<file path="src/pkg/ptd_map.vh">
`ifndef PTD_MAP_VH
`define PTD_MAP_VH

// bus command codes seen on the command/byte-enable lines
`define PTD_CMD_IO_RD 4'h2
`define PTD_CMD_IO_WR 4'h3
`define PTD_CMD_MEM_RD 4'h6
`define PTD_CMD_MEM_WR 4'h7
`define PTD_CMD_CFG_RD 4'hA
`define PTD_CMD_CFG_WR 4'hB
`define PTD_CMD_MEM_RDM 4'hC
`define PTD_CMD_MEM_RDL 4'hE
`define PTD_CMD_MEM_WRI 4'hF

// window defaults: bits compared and space (1 = i/o)
`define PTD_WIN0_BITS 8
`define PTD_WIN0_IO 1'b0
`define PTD_WIN1_BITS 28
`define PTD_WIN1_IO 1'b1
`define PTD_WIN_MIN_BITS 4
`define PTD_WIN_MAX_BITS 28

// type 0 configuration: address bits 1:0 are zero
`define PTD_CFG_TYPE0 2'h0

// reset values
`define PTD_CMD_RST 16'h0000
`define PTD_ADDR_RST 32'h0000_0000

`endif

</file>
<file path="src/design/ptd_parity.v">
`timescale 1ns/1ns
`default_nettype none

// even parity over 32 address/data and 4 command lines, one cycle late
module ptd_parity (
	input wire clk_sys,
	input wire rst_n,
	input wire [31:0] ad,
	input wire [3:0] cbe,
	input wire par_in,
	output reg par_calc_reg,
	output reg par_bad_reg
);

	wire par_now;

	assign par_now = ^{ad, cbe};

	// calc lags data by one cycle; bad compares it with the arriving bit
	always @(posedge clk_sys or negedge rst_n) begin
		if (!rst_n) begin
			par_calc_reg <= 1'b0;
			par_bad_reg <= 1'b0;
		end else begin
			par_calc_reg <= par_now;
			par_bad_reg <= par_calc_reg ^ par_in;
		end
	end

endmodule // ptd_parity

`default_nettype wire

</file>
<file path="src/design/ptd_top.v">
`timescale 1ns/1ns
`default_nettype none
`include "ptd_map.vh"

module ptd_top #(
	parameter WIN0_BITS = `PTD_WIN0_BITS,
	parameter WIN0_IO = `PTD_WIN0_IO,
	parameter WIN1_BITS = `PTD_WIN1_BITS,
	parameter WIN1_IO = `PTD_WIN1_IO
) (
	input wire clk_sys,
	input wire rst_n,
	input wire [31:0] ad_in,
	output reg [31:0] ad_out_reg,
	output reg ad_oe_n_reg,
	input wire [3:0] cbe_in,
	output reg [3:0] cbe_out_reg,
	output reg cbe_oe_n_reg,
	input wire parity_line_in,
	output reg parity_line_out_reg,
	output reg parity_line_oe_n_reg,
	input wire frame_n,
	input wire irdy_n,
	input wire idsel,
	output reg devsel_n_out_reg,
	output reg devsel_oe_n_reg,
	output reg perr_n_out_reg,
	output reg perr_oe_n_reg,
	input wire [31:0] win0_base,
	input wire [31:0] win1_base,
	input wire mem_space_en,
	input wire io_space_en,
	input wire perr_resp_en,
	input wire parity_err_clr,
	input wire src_drive,
	input wire [31:0] src_ad,
	input wire src_cbe_drive,
	input wire [3:0] src_cbe,
	input wire src_cmd_phase,
	output reg [15:0] pci_cmd_reg,
	output reg [31:0] addr_reg,
	output reg address_latched_flag_reg,
	output reg [3:0] s_cbe_reg,
	output reg hit_win0_reg,
	output reg hit_win1_reg,
	output reg detected_parity_error_bit_reg
);

	// ----------------------------------------------------------------
	// helpers
	// ----------------------------------------------------------------

	// compare the upper bits of an address with a window base
	function win_hit;
		input [31:0] a;
		input [31:0] b;
		input integer bits;
		reg [31:0] mask;
		begin
			mask = ~(32'hFFFF_FFFF >> bits);
			win_hit = ((a ^ b) & mask) == 32'h0000_0000;
		end
	endfunction

	// clamp window width to the supported 4..28 range
	function integer win_bits;
		input integer req;
		begin
			if (req < `PTD_WIN_MIN_BITS)
				win_bits = `PTD_WIN_MIN_BITS;
			else if (req > `PTD_WIN_MAX_BITS)
				win_bits = `PTD_WIN_MAX_BITS;
			else
				win_bits = req;
		end
	endfunction

	localparam integer W0 = win_bits(WIN0_BITS);
	localparam integer W1 = win_bits(WIN1_BITS);

	// ----------------------------------------------------------------
	// pin synchronisers
	// ----------------------------------------------------------------

	reg [39:0] pin_meta_reg;
	reg [39:0] pin_sync_reg;
	reg addr_d_reg;
	reg frame_prev_reg;
	reg [3:0] cmd_q_reg;
	reg claimed_reg;
	reg rx_phase_reg;
	reg rx_phase_d_reg;
	reg tx_d_reg;
	wire [31:0] ad_s;
	wire [3:0] cbe_s;
	wire par_s;
	wire frame_s_n;
	wire irdy_s_n;
	wire idsel_s;
	wire addr_phase;
	wire is_mem;
	wire is_io;
	wire is_cfg;
	wire is_write;
	wire hit0;
	wire hit1;
	wire hitc;
	wire par_bad;
	wire perr_now;

	// first stage feeds only the second; bus pins are asynchronous here
	always @(posedge clk_sys or negedge rst_n) begin
		if (!rst_n) begin
			pin_meta_reg <= {40{1'b1}};
			pin_sync_reg <= {40{1'b1}};
		end else begin
			pin_meta_reg <= {idsel, irdy_n, frame_n, parity_line_in,
				cbe_in, ad_in};
			pin_sync_reg <= pin_meta_reg;
		end
	end

	assign ad_s = pin_sync_reg[31:0];
	assign cbe_s = pin_sync_reg[35:32];
	assign par_s = pin_sync_reg[36];
	assign frame_s_n = pin_sync_reg[37];
	assign irdy_s_n = pin_sync_reg[38];
	assign idsel_s = pin_sync_reg[39];

	// ----------------------------------------------------------------
	// address phase and command decode
	// ----------------------------------------------------------------

	// falling edge of frame marks the address phase
	assign addr_phase = frame_prev_reg & ~frame_s_n;

	// write-invalidate counts as plain memory space access
	assign is_mem = (cbe_s == `PTD_CMD_MEM_RD) ||
		(cbe_s == `PTD_CMD_MEM_WR) || (cbe_s == `PTD_CMD_MEM_RDM) ||
		(cbe_s == `PTD_CMD_MEM_RDL) ||
		(cbe_s == `PTD_CMD_MEM_WRI);
	assign is_io = (cbe_s == `PTD_CMD_IO_RD) ||
		(cbe_s == `PTD_CMD_IO_WR);
	assign is_cfg = ((cbe_s == `PTD_CMD_CFG_RD) ||
		(cbe_s == `PTD_CMD_CFG_WR)) && idsel_s &&
		(ad_s[1:0] == `PTD_CFG_TYPE0);

	// window hit needs the space bit to agree with the command
	assign hit0 = win_hit(ad_s, win0_base, W0) &&
		(WIN0_IO ? (is_io && io_space_en) :
		(is_mem && mem_space_en));
	assign hit1 = win_hit(ad_s, win1_base, W1) &&
		(WIN1_IO ? (is_io && io_space_en) :
		(is_mem && mem_space_en));
	assign hitc = is_cfg;

	// write commands: bit 0 of the code, config and i/o alike
	assign is_write = cmd_q_reg[0];

	// latch address and one-hot command, hold until the next address phase
	always @(posedge clk_sys or negedge rst_n) begin
		if (!rst_n) begin
			frame_prev_reg <= 1'b1;
			pci_cmd_reg <= `PTD_CMD_RST;
			cmd_q_reg <= 4'h0;
			addr_reg <= `PTD_ADDR_RST;
			address_latched_flag_reg <= 1'b0;
			claimed_reg <= 1'b0;
			hit_win0_reg <= 1'b0;
			hit_win1_reg <= 1'b0;
			devsel_n_out_reg <= 1'b1;
			devsel_oe_n_reg <= 1'b1;
			s_cbe_reg <= 4'h0;
		end else begin
			frame_prev_reg <= frame_s_n;
			address_latched_flag_reg <= addr_phase;
			if (addr_phase) begin
				pci_cmd_reg <= 16'h0001 << cbe_s;
				cmd_q_reg <= cbe_s;
				addr_reg <= ad_s;
				hit_win0_reg <= hit0;
				hit_win1_reg <= hit1;
				claimed_reg <= hit0 | hit1 | hitc;
				devsel_n_out_reg <= ~(hit0 | hit1 | hitc);
				devsel_oe_n_reg <= ~(hit0 | hit1 | hitc);
			end else if (frame_s_n && irdy_s_n) begin
				// bus idle: release select, command stays readable
				claimed_reg <= 1'b0;
				hit_win0_reg <= 1'b0;
				hit_win1_reg <= 1'b0;
				devsel_n_out_reg <= 1'b1;
				devsel_oe_n_reg <= 1'b1;
			end
			if (!addr_phase)
				s_cbe_reg <= cbe_s;
		end
	end

	// ----------------------------------------------------------------
	// drive path and parity
	// ----------------------------------------------------------------

	// initiator never puts write-invalidate out; it becomes memory write
	always @(posedge clk_sys or negedge rst_n) begin
		if (!rst_n) begin
			ad_out_reg <= 32'h0000_0000;
			ad_oe_n_reg <= 1'b1;
			cbe_out_reg <= 4'h0;
			cbe_oe_n_reg <= 1'b1;
			tx_d_reg <= 1'b0;
		end else begin
			ad_out_reg <= src_ad;
			ad_oe_n_reg <= ~src_drive;
			if (src_cmd_phase && (src_cbe == `PTD_CMD_MEM_WRI))
				cbe_out_reg <= `PTD_CMD_MEM_WR;
			else
				cbe_out_reg <= src_cbe;
			cbe_oe_n_reg <= ~src_cbe_drive;
			tx_d_reg <= src_drive;
		end
	end

	// parity of what is on the bus, own drive included, one cycle late
	ptd_parity u_par (
		.clk_sys(clk_sys),
		.rst_n(rst_n),
		.ad(src_drive ? src_ad : ad_s),
		.cbe(src_cbe_drive ? src_cbe : cbe_s),
		.par_in(par_s),
		.par_calc_reg(),
		.par_bad_reg(par_bad)
	);

	// receive data phase of a claimed write, or any address phase
	always @(posedge clk_sys or negedge rst_n) begin
		if (!rst_n) begin
			rx_phase_reg <= 1'b0;
			rx_phase_d_reg <= 1'b0;
			addr_d_reg <= 1'b0;
		end else begin
			rx_phase_reg <= addr_phase | (claimed_reg && is_write &&
				!irdy_s_n && !src_drive);
			rx_phase_d_reg <= rx_phase_reg;
			addr_d_reg <= address_latched_flag_reg;
		end
	end

	// verdict lags its slot by one; delayed flags keep them paired
	assign perr_now = par_bad && rx_phase_d_reg && !addr_d_reg;

	// parity out one cycle after data; error line three cycles after received data
	always @(posedge clk_sys or negedge rst_n) begin
		if (!rst_n) begin
			parity_line_out_reg <= 1'b0;
			parity_line_oe_n_reg <= 1'b1;
			perr_n_out_reg <= 1'b1;
			perr_oe_n_reg <= 1'b1;
			detected_parity_error_bit_reg <= 1'b0;
		end else begin
			parity_line_out_reg <= ^{ad_out_reg, !cbe_oe_n_reg ?
				cbe_out_reg : cbe_s};
			parity_line_oe_n_reg <= ~tx_d_reg;
			perr_n_out_reg <= ~(perr_now && perr_resp_en);
			perr_oe_n_reg <= ~(rx_phase_d_reg && !addr_d_reg &&
				perr_resp_en);
			// a new error wins over a clear in the same cycle
			if (par_bad && rx_phase_d_reg)
				detected_parity_error_bit_reg <= 1'b1;
			else if (parity_err_clr)
				detected_parity_error_bit_reg <= 1'b0;
		end
	end

endmodule // ptd_top

`default_nettype wire

</file>
<file path="config.mk">
export PLATFORM = sky130hd
export DESIGN_NAME = ptd_top
export DESIGN_NICKNAME = d
export VERILOG_FILES = /design/src/design/ptd_parity.v /design/src/design/ptd_top.v
export VERILOG_INCLUDE_DIRS = /design/src /design/src/pkg
export SDC_FILE = /design/constraint.sdc
export NUM_CORES = 1
export LEC_CHECK = 0
export ABC_AREA = 1
export BUFFER_PORTS_ARGS = -buffer_cell sky130_fd_sc_hd__buf_2
export CAP_MARGIN = 0
export CORE_MARGIN = 5
export CORE_UTILIZATION = 52
export CTS_CLUSTER_DIAMETER = 50
export DETAILED_ROUTE_END_ITERATION = 16
export PLACE_DENSITY = 0.81
export SLEW_MARGIN = 20
export SYNTH_ARGS = -nofsm -noshare
export SYNTH_HDL_FRONTEND = slang
export SYNTH_SLANG_ARGS = --single-unit
</file>
<file path="constraint.sdc">
create_clock -name clk_sys -period 1.95 [get_ports clk_sys]
set_clock_uncertainty 0.2 [all_clocks]
set_input_delay 0.0975 -clock clk_sys [delete_from_list [all_inputs] [get_ports clk_sys]]
set_output_delay 0.0975 -clock clk_sys [all_outputs]
set_load 0.1 [all_outputs]
</file>
==> run summary, run 1 <==
Syn Nets: 1095
Worst slew margin: 41.3%
Yosys warnings: 0
initial antenna violation count: 1
largest net degree at the start of global routing: 69
Setup TNS Final: 0 ps
Vias/cell: 5.01
Worst setup EP type: flip-flop
CP max stage delay: 550 ps
clk buf depth: 2
CTS buffer count: 17
max-cap check violation count: 0
data arrival time of the critical path: 2080 ps
die height: 136 µm
final net count: 1427
FP Rows: 46
max frequency: 0.513 GHz
worst-margin pin slew: 881 ps
global route total overflow: 0
dpl hpwl: 15900 µm
die width: 136 µm
Seq/Total Area, Yosys: 58.3%
Final Hold Viols: 0
syn_area_per_cell: 8.73 µm²
clock sink total: 188
filler instances: 1072
share of the synthesized area in the top cell type: 30.6%
critical path class: flip-flop to flip-flop
Ports: 249
area grow syn2layout: 38.2%
commonest non-fill, non-tap cell in the layout: nand2_1
Yosys top cell by area: dfrtp_1
Cell Chain, Critical Path: inv_1, nand2_1, nand2_2, nand2_1, o21ai_1, nand2_1, nand2_1, nand2_1, nand2_2, nand2_1, nand3b_1, nand2_1, nand2_1, nand2_1, inv_1
P_leak: 5.91 nW
slowest CP cell: dfstp_2
core area: 15700 µm²
Tmin final: 1950 ps
crit share post-route: 100%
total track usage: 26.2%
Final GP Congestion: 0.905
Die Area: 18500 µm²
status: finished clean
post-route ant nets: 0
share of cells above drive strength 1: 35.1%
WL per Instance: 15.9 µm
Syn Inst Count: 946
final max-slew violation count: 0
Worst setup SP type: flip-flop
port bufs: 220
Worst EP required: 2080 ps
Finished Layout Cells: 1508
htree depth: 4
DRC viols: 0
CTS clk-pin slew, worst paths: 70 ps
first-pass GRT wire length: 37200 µm
initial drt markers: 543
Detailed Route WL: 24000 µm
Synth Cell Area: 8260 µm²
Via Count: 7550
cell count after placement: 1380
Most Frequent Cell on Critical Path: nand2_1
vias in the first global route: 7429
First-pass DRT Iterations: 5
pwr dens: 944 nW/µm²
Crit Path Max Fanout: 3
maximum vdd drop: 613 µV
TritonCTS clock tree: yes
RSZ-0062 raised after global routing: true
Distinct cells, synth: 34
Seq cells post-synth: 188
HP Class: input port to flip-flop
commonest non-fill, non-tap cells in the layout: 410 x nand2_1, 219 x buf_2, 86 x dfstp_2
CTS Root Cell: clkbuf_16
final core occ: 72.6%
initial core utilization: 52.6%
top cells by area, synth: dfrtp_1 31%, dfstp_2 28%, nand2_1 19%
Final Setup Violations: 0
Clock Latency Late Sink: 440 ps
synth_stat cells, drive strengths merged:
library cell  number
nor4               2
nor2              22
clkbuf            12
inv               96
a41oi              1
nand4              6
o211ai             1
buf               16
xnor2             32
mux2i              1
dfrtp            101
a22o               1
o31ai              3
o21ai             82
or2                2
a211oi             1
nand3b             1
dfstp             87
o22ai              3
a21oi              6
nand2            427
o2111ai            3
nand3              8
nor3b              1
a221oi             1
nor3               5
xor2              25
critical path: cells and delay by family, from the launching register on:
family	cells	cell delay [ps]
simple gates	12	900
flops	1	550
buf+inv	2	80
compound gates	1	100
layer usage:
| layer | vias to the layer above | routed length [µm] | track usage (%) | part of all wire, % |
|---|---|---|---|---|
| li1 | 3580 | - | - | - |
| met1 | 3482 | 9230 | 31.9 | 38 |
| met2 | 381 | 11700 | 42.7 | 49 |
| met3 | 105 | 1820 | 6.51 | 7.6 |
| met4 | 2 | 1280 | 14.4 | 5.3 |
| met5 | - | 13 | 0 | 0.054 |
power breakdown:
part	switching (W)	internal (W)
Sequential	0.000177	0.00426
Clock	0.00166	0.00179
Combinational	0.00215	0.000742
worst paths after layout:
kind	startpoint	endpoint	slack (ps)	cells after the start
setup / recovery	pin_sync_reg[33]	u_par.par_calc_reg	0.07	15
hold reg to reg	pin_meta_reg[18]	pin_sync_reg[18]	150	0
max in group asynchronous	rst_n	addr_reg[15]	420	3
setup reg to reg	pin_sync_reg[33]	u_par.par_calc_reg	0.07	15
min in group asynchronous	rst_n	pin_meta_reg[21]	180	2
hold / removal	win1_base[18]	hit_win1_reg	30	6
per-stage QoR:
stage / area [µm²] / setup slack, ps / hold slack (ps) / power (W)
5_1_grt: 11400 / -209 / 76.1 / 0.0112
3_5_place_dp: 9780 / -49.8 / -127 / 0.00716
2_1_floorplan: 8300 / 30.6 / -398 / 0.00647
3_3_place_gp: 9780 / 8.80 / -129 / 0.00711
6_report: 11400 / 0.0682 / 27.3 / 0.0108
4_1_cts: 11300 / -3.78 / 41.6 / 0.0107
cells by family after synthesis:
family | count (synthesis) | synth area share, %
buf+inv | 124 | 6.65
xor+xnor | 57 | 6.04
flops | 188 | 58.3
compound gates | 102 | 6.74
simple gates | 474 | 22.2
mux | 1 | 0.121
layout make-up:
| type | count | area [µm²] | share of cell area (%) |
|---|---|---|---|
| Antenna cell | 1 | 2.50 | 0.0219 |
| Clock buffer | 18 | 450 | 3.95 |
| Clock inverter | 14 | 144 | 1.26 |
| Inverter | 96 | 365 | 3.20 |
| Multi-Input combinational cell | 634 | 3000 | 26.3 |
| Sequential cell | 188 | 4860 | 42.6 |
| Tap cell | 216 | 270 | 2.37 |
| Timing Repair Buffer | 341 | 2320 | 20.4 |
repair_timing:
item	CTS	global route
pin swaps	2	17
setup buffers	3	6
hold buffers	86	0
cloned	0	0
gates resized for setup	7	48
setup endpoints to repair	4	23
hold endpoints to repair	214	0
(Power assumes the default switching activity.)
==> inputs of run 2 (changes only) <==
--- a/config.mk
+++ b/config.mk
@@ -10,10 +10,10 @@
 export BUFFER_PORTS_ARGS = -buffer_cell sky130_fd_sc_hd__buf_2
 export CAP_MARGIN = 0
 export CORE_MARGIN = 5
-export CORE_UTILIZATION = 52
+export CORE_UTILIZATION = 50
 export CTS_CLUSTER_DIAMETER = 50
 export DETAILED_ROUTE_END_ITERATION = 16
-export PLACE_DENSITY = 0.81
+export PLACE_DENSITY = 0.78
 export SLEW_MARGIN = 20
 export SYNTH_ARGS = -nofsm -noshare
 export SYNTH_HDL_FRONTEND = slang
==> run summary, run 2 (synthesis results as in run 1) <==
status: finished clean
buffers and inverters on the worst path: 1
total track usage: 23.6%
WL per Instance: 15.1 µm
Tmin final: 1930 ps
data arrival time of the critical path: 2060 ps
Most Frequent Cell on Critical Path: nand2_1
critical path class: flip-flop to flip-flop
crit share post-route: 99.0%
CTS Root Cell: clkbuf_16
Via Count: 7382
Final Setup Violations: 0
area grow syn2layout: 38.2%
core area: 16400 µm²
commonest non-fill, non-tap cell in the layout: nand2_1
port bufs: 220
maximum vdd drop: 618 µV
total power: 0.0105 W
Final GP Congestion: 0.889
cell class contributing the biggest share of worst-path delay: flip-flops
Ports: 249
Worst Reg2Reg Path Length in Cells: 9
final max-slew violation count: 0
CP max stage delay: 590 ps
CTS clk-pin slew, worst paths: 70 ps
final core occ: 69.5%
commonest non-fill, non-tap cells in the layout: 399 x nand2_1, 219 x buf_2, 89 x dlygate4sd3_1
FP Rows: 47
Cell Chain, Critical Path: nand2_1, a21oi_1, a21oi_1, xnor2_1, nand3_1, nand2_1, nand2_1, nand2_1, inv_1
Worst Hold Slack: 0.767 ps
P_leak: 5.89 nW
pwr dens: 923 nW/µm²
clk buf depth: 2
Worst EP required: 2080 ps
post-route ant nets: 0
share of cells above drive strength 1: 35.8%
largest net degree at the start of global routing: 83
HP Class: input port to async pin
initial drt markers: 513
Worst slew margin: 65.1%
global route total overflow: 0
DRC viols: 0
RSZ-0062 raised after global routing: true
max frequency: 0.518 GHz
TritonCTS clock tree: yes
Vias/cell: 4.87
initial antenna violation count: 0
die width: 139 µm
critical path depth: 9
Clock Latency Late Sink: 440 ps
max-cap check violation count: 0
first-pass GRT wire length: 36100 µm
Ant. Diodes: 0
clock sink total: 188
die height: 139 µm
vias in the first global route: 7143
initial core utilization: 50.3%
CTS buffer count: 17
dpl hpwl: 16200 µm
final net count: 1432
Worst setup SP type: flip-flop
Worst setup EP type: flip-flop
First-pass DRT Iterations: 5
Die Area: 19200 µm²
slowest CP cell: dfstp_2
Detailed Route WL: 22900 µm
htree depth: 4
Final Hold Viols: 0
Crit Path Max Fanout: 5
worst-margin pin slew: 527 ps
[run 2: final cells by class]
class / count / area [µm²]
clock inverters: 10 / 82.6
inverters: 96 / 363
clock buffers: 22 / 454
repair buffers: 346 / 2340
fillers: 1128 / 5000
multi-input cells: 634 / 3030
well taps: 220 / 275
flip-flops and latches: 188 / 4860
[run 2: per-stage QoR]
| step | setup WS, ps | TNS [ps] | instances | area, µm² |
|---|---|---|---|---|
| floorplan | 30.6 | 0 | 946 | 8300 |
| finish | 19.8 | 0 | 1516 | 11400 |
| detailed placement | -40.4 | -64.3 | 1387 | 9780 |
| global placement | 25.9 | 0 | 1387 | 9780 |
| global route | -105 | -153 | 1516 | 11400 |
| CTS | 8.96 | 0 | 1506 | 11200 |
[run 2: final timing paths]
path | start | slack [ps] | endpoint
max reg2reg | pin_sync_reg[29] | 20 | u_par.par_calc_reg
max | pin_sync_reg[29] | 20 | u_par.par_calc_reg
min | rst_n | 0.8 | addr_reg[11]
max in group asynchronous | rst_n | 880 | pin_sync_reg[3]
min in group clk_sys | win0_base[28] | 10 | hit_win0_reg
min reg2reg | pin_meta_reg[4] | 150 | pin_sync_reg[4]
[run 2: per-layer routing]
metal | vias up | part of all wire, % | track usage (%)
met5 | - | 0 | 0
met4 | 0 | 4.1 | 10.9
met3 | 68 | 7.1 | 5.18
met2 | 315 | 48 | 37.7
met1 | 3418 | 41 | 30.9
li1 | 3581 | - | -
[run 2: timing repair]
action | in CTS | in global routing
setup endpoints to repair | 4 | 5
hold endpoints to repair | 230 | 1
hold buffers | 87 | 2
setup buffers | 0 | 8
gates resized for setup | 10 | 61
pin swaps | 1 | 23
[run 2: where the power goes]
part           switching (W)  internal (W)
logic                0.00215      0.000753
registers           0.000182       0.00426
clock network        0.00149       0.00169
[run 2: worst register-to-register path, stage by stage, from the launching register on]
cell     delay (ps)
dfstp_2         590
nand2_1          70
a21oi_1         310
a21oi_1          90
xnor2_1         220
nand3_1         120
nand2_1          80
nand2_1          40
nand2_1          50
inv_1            30
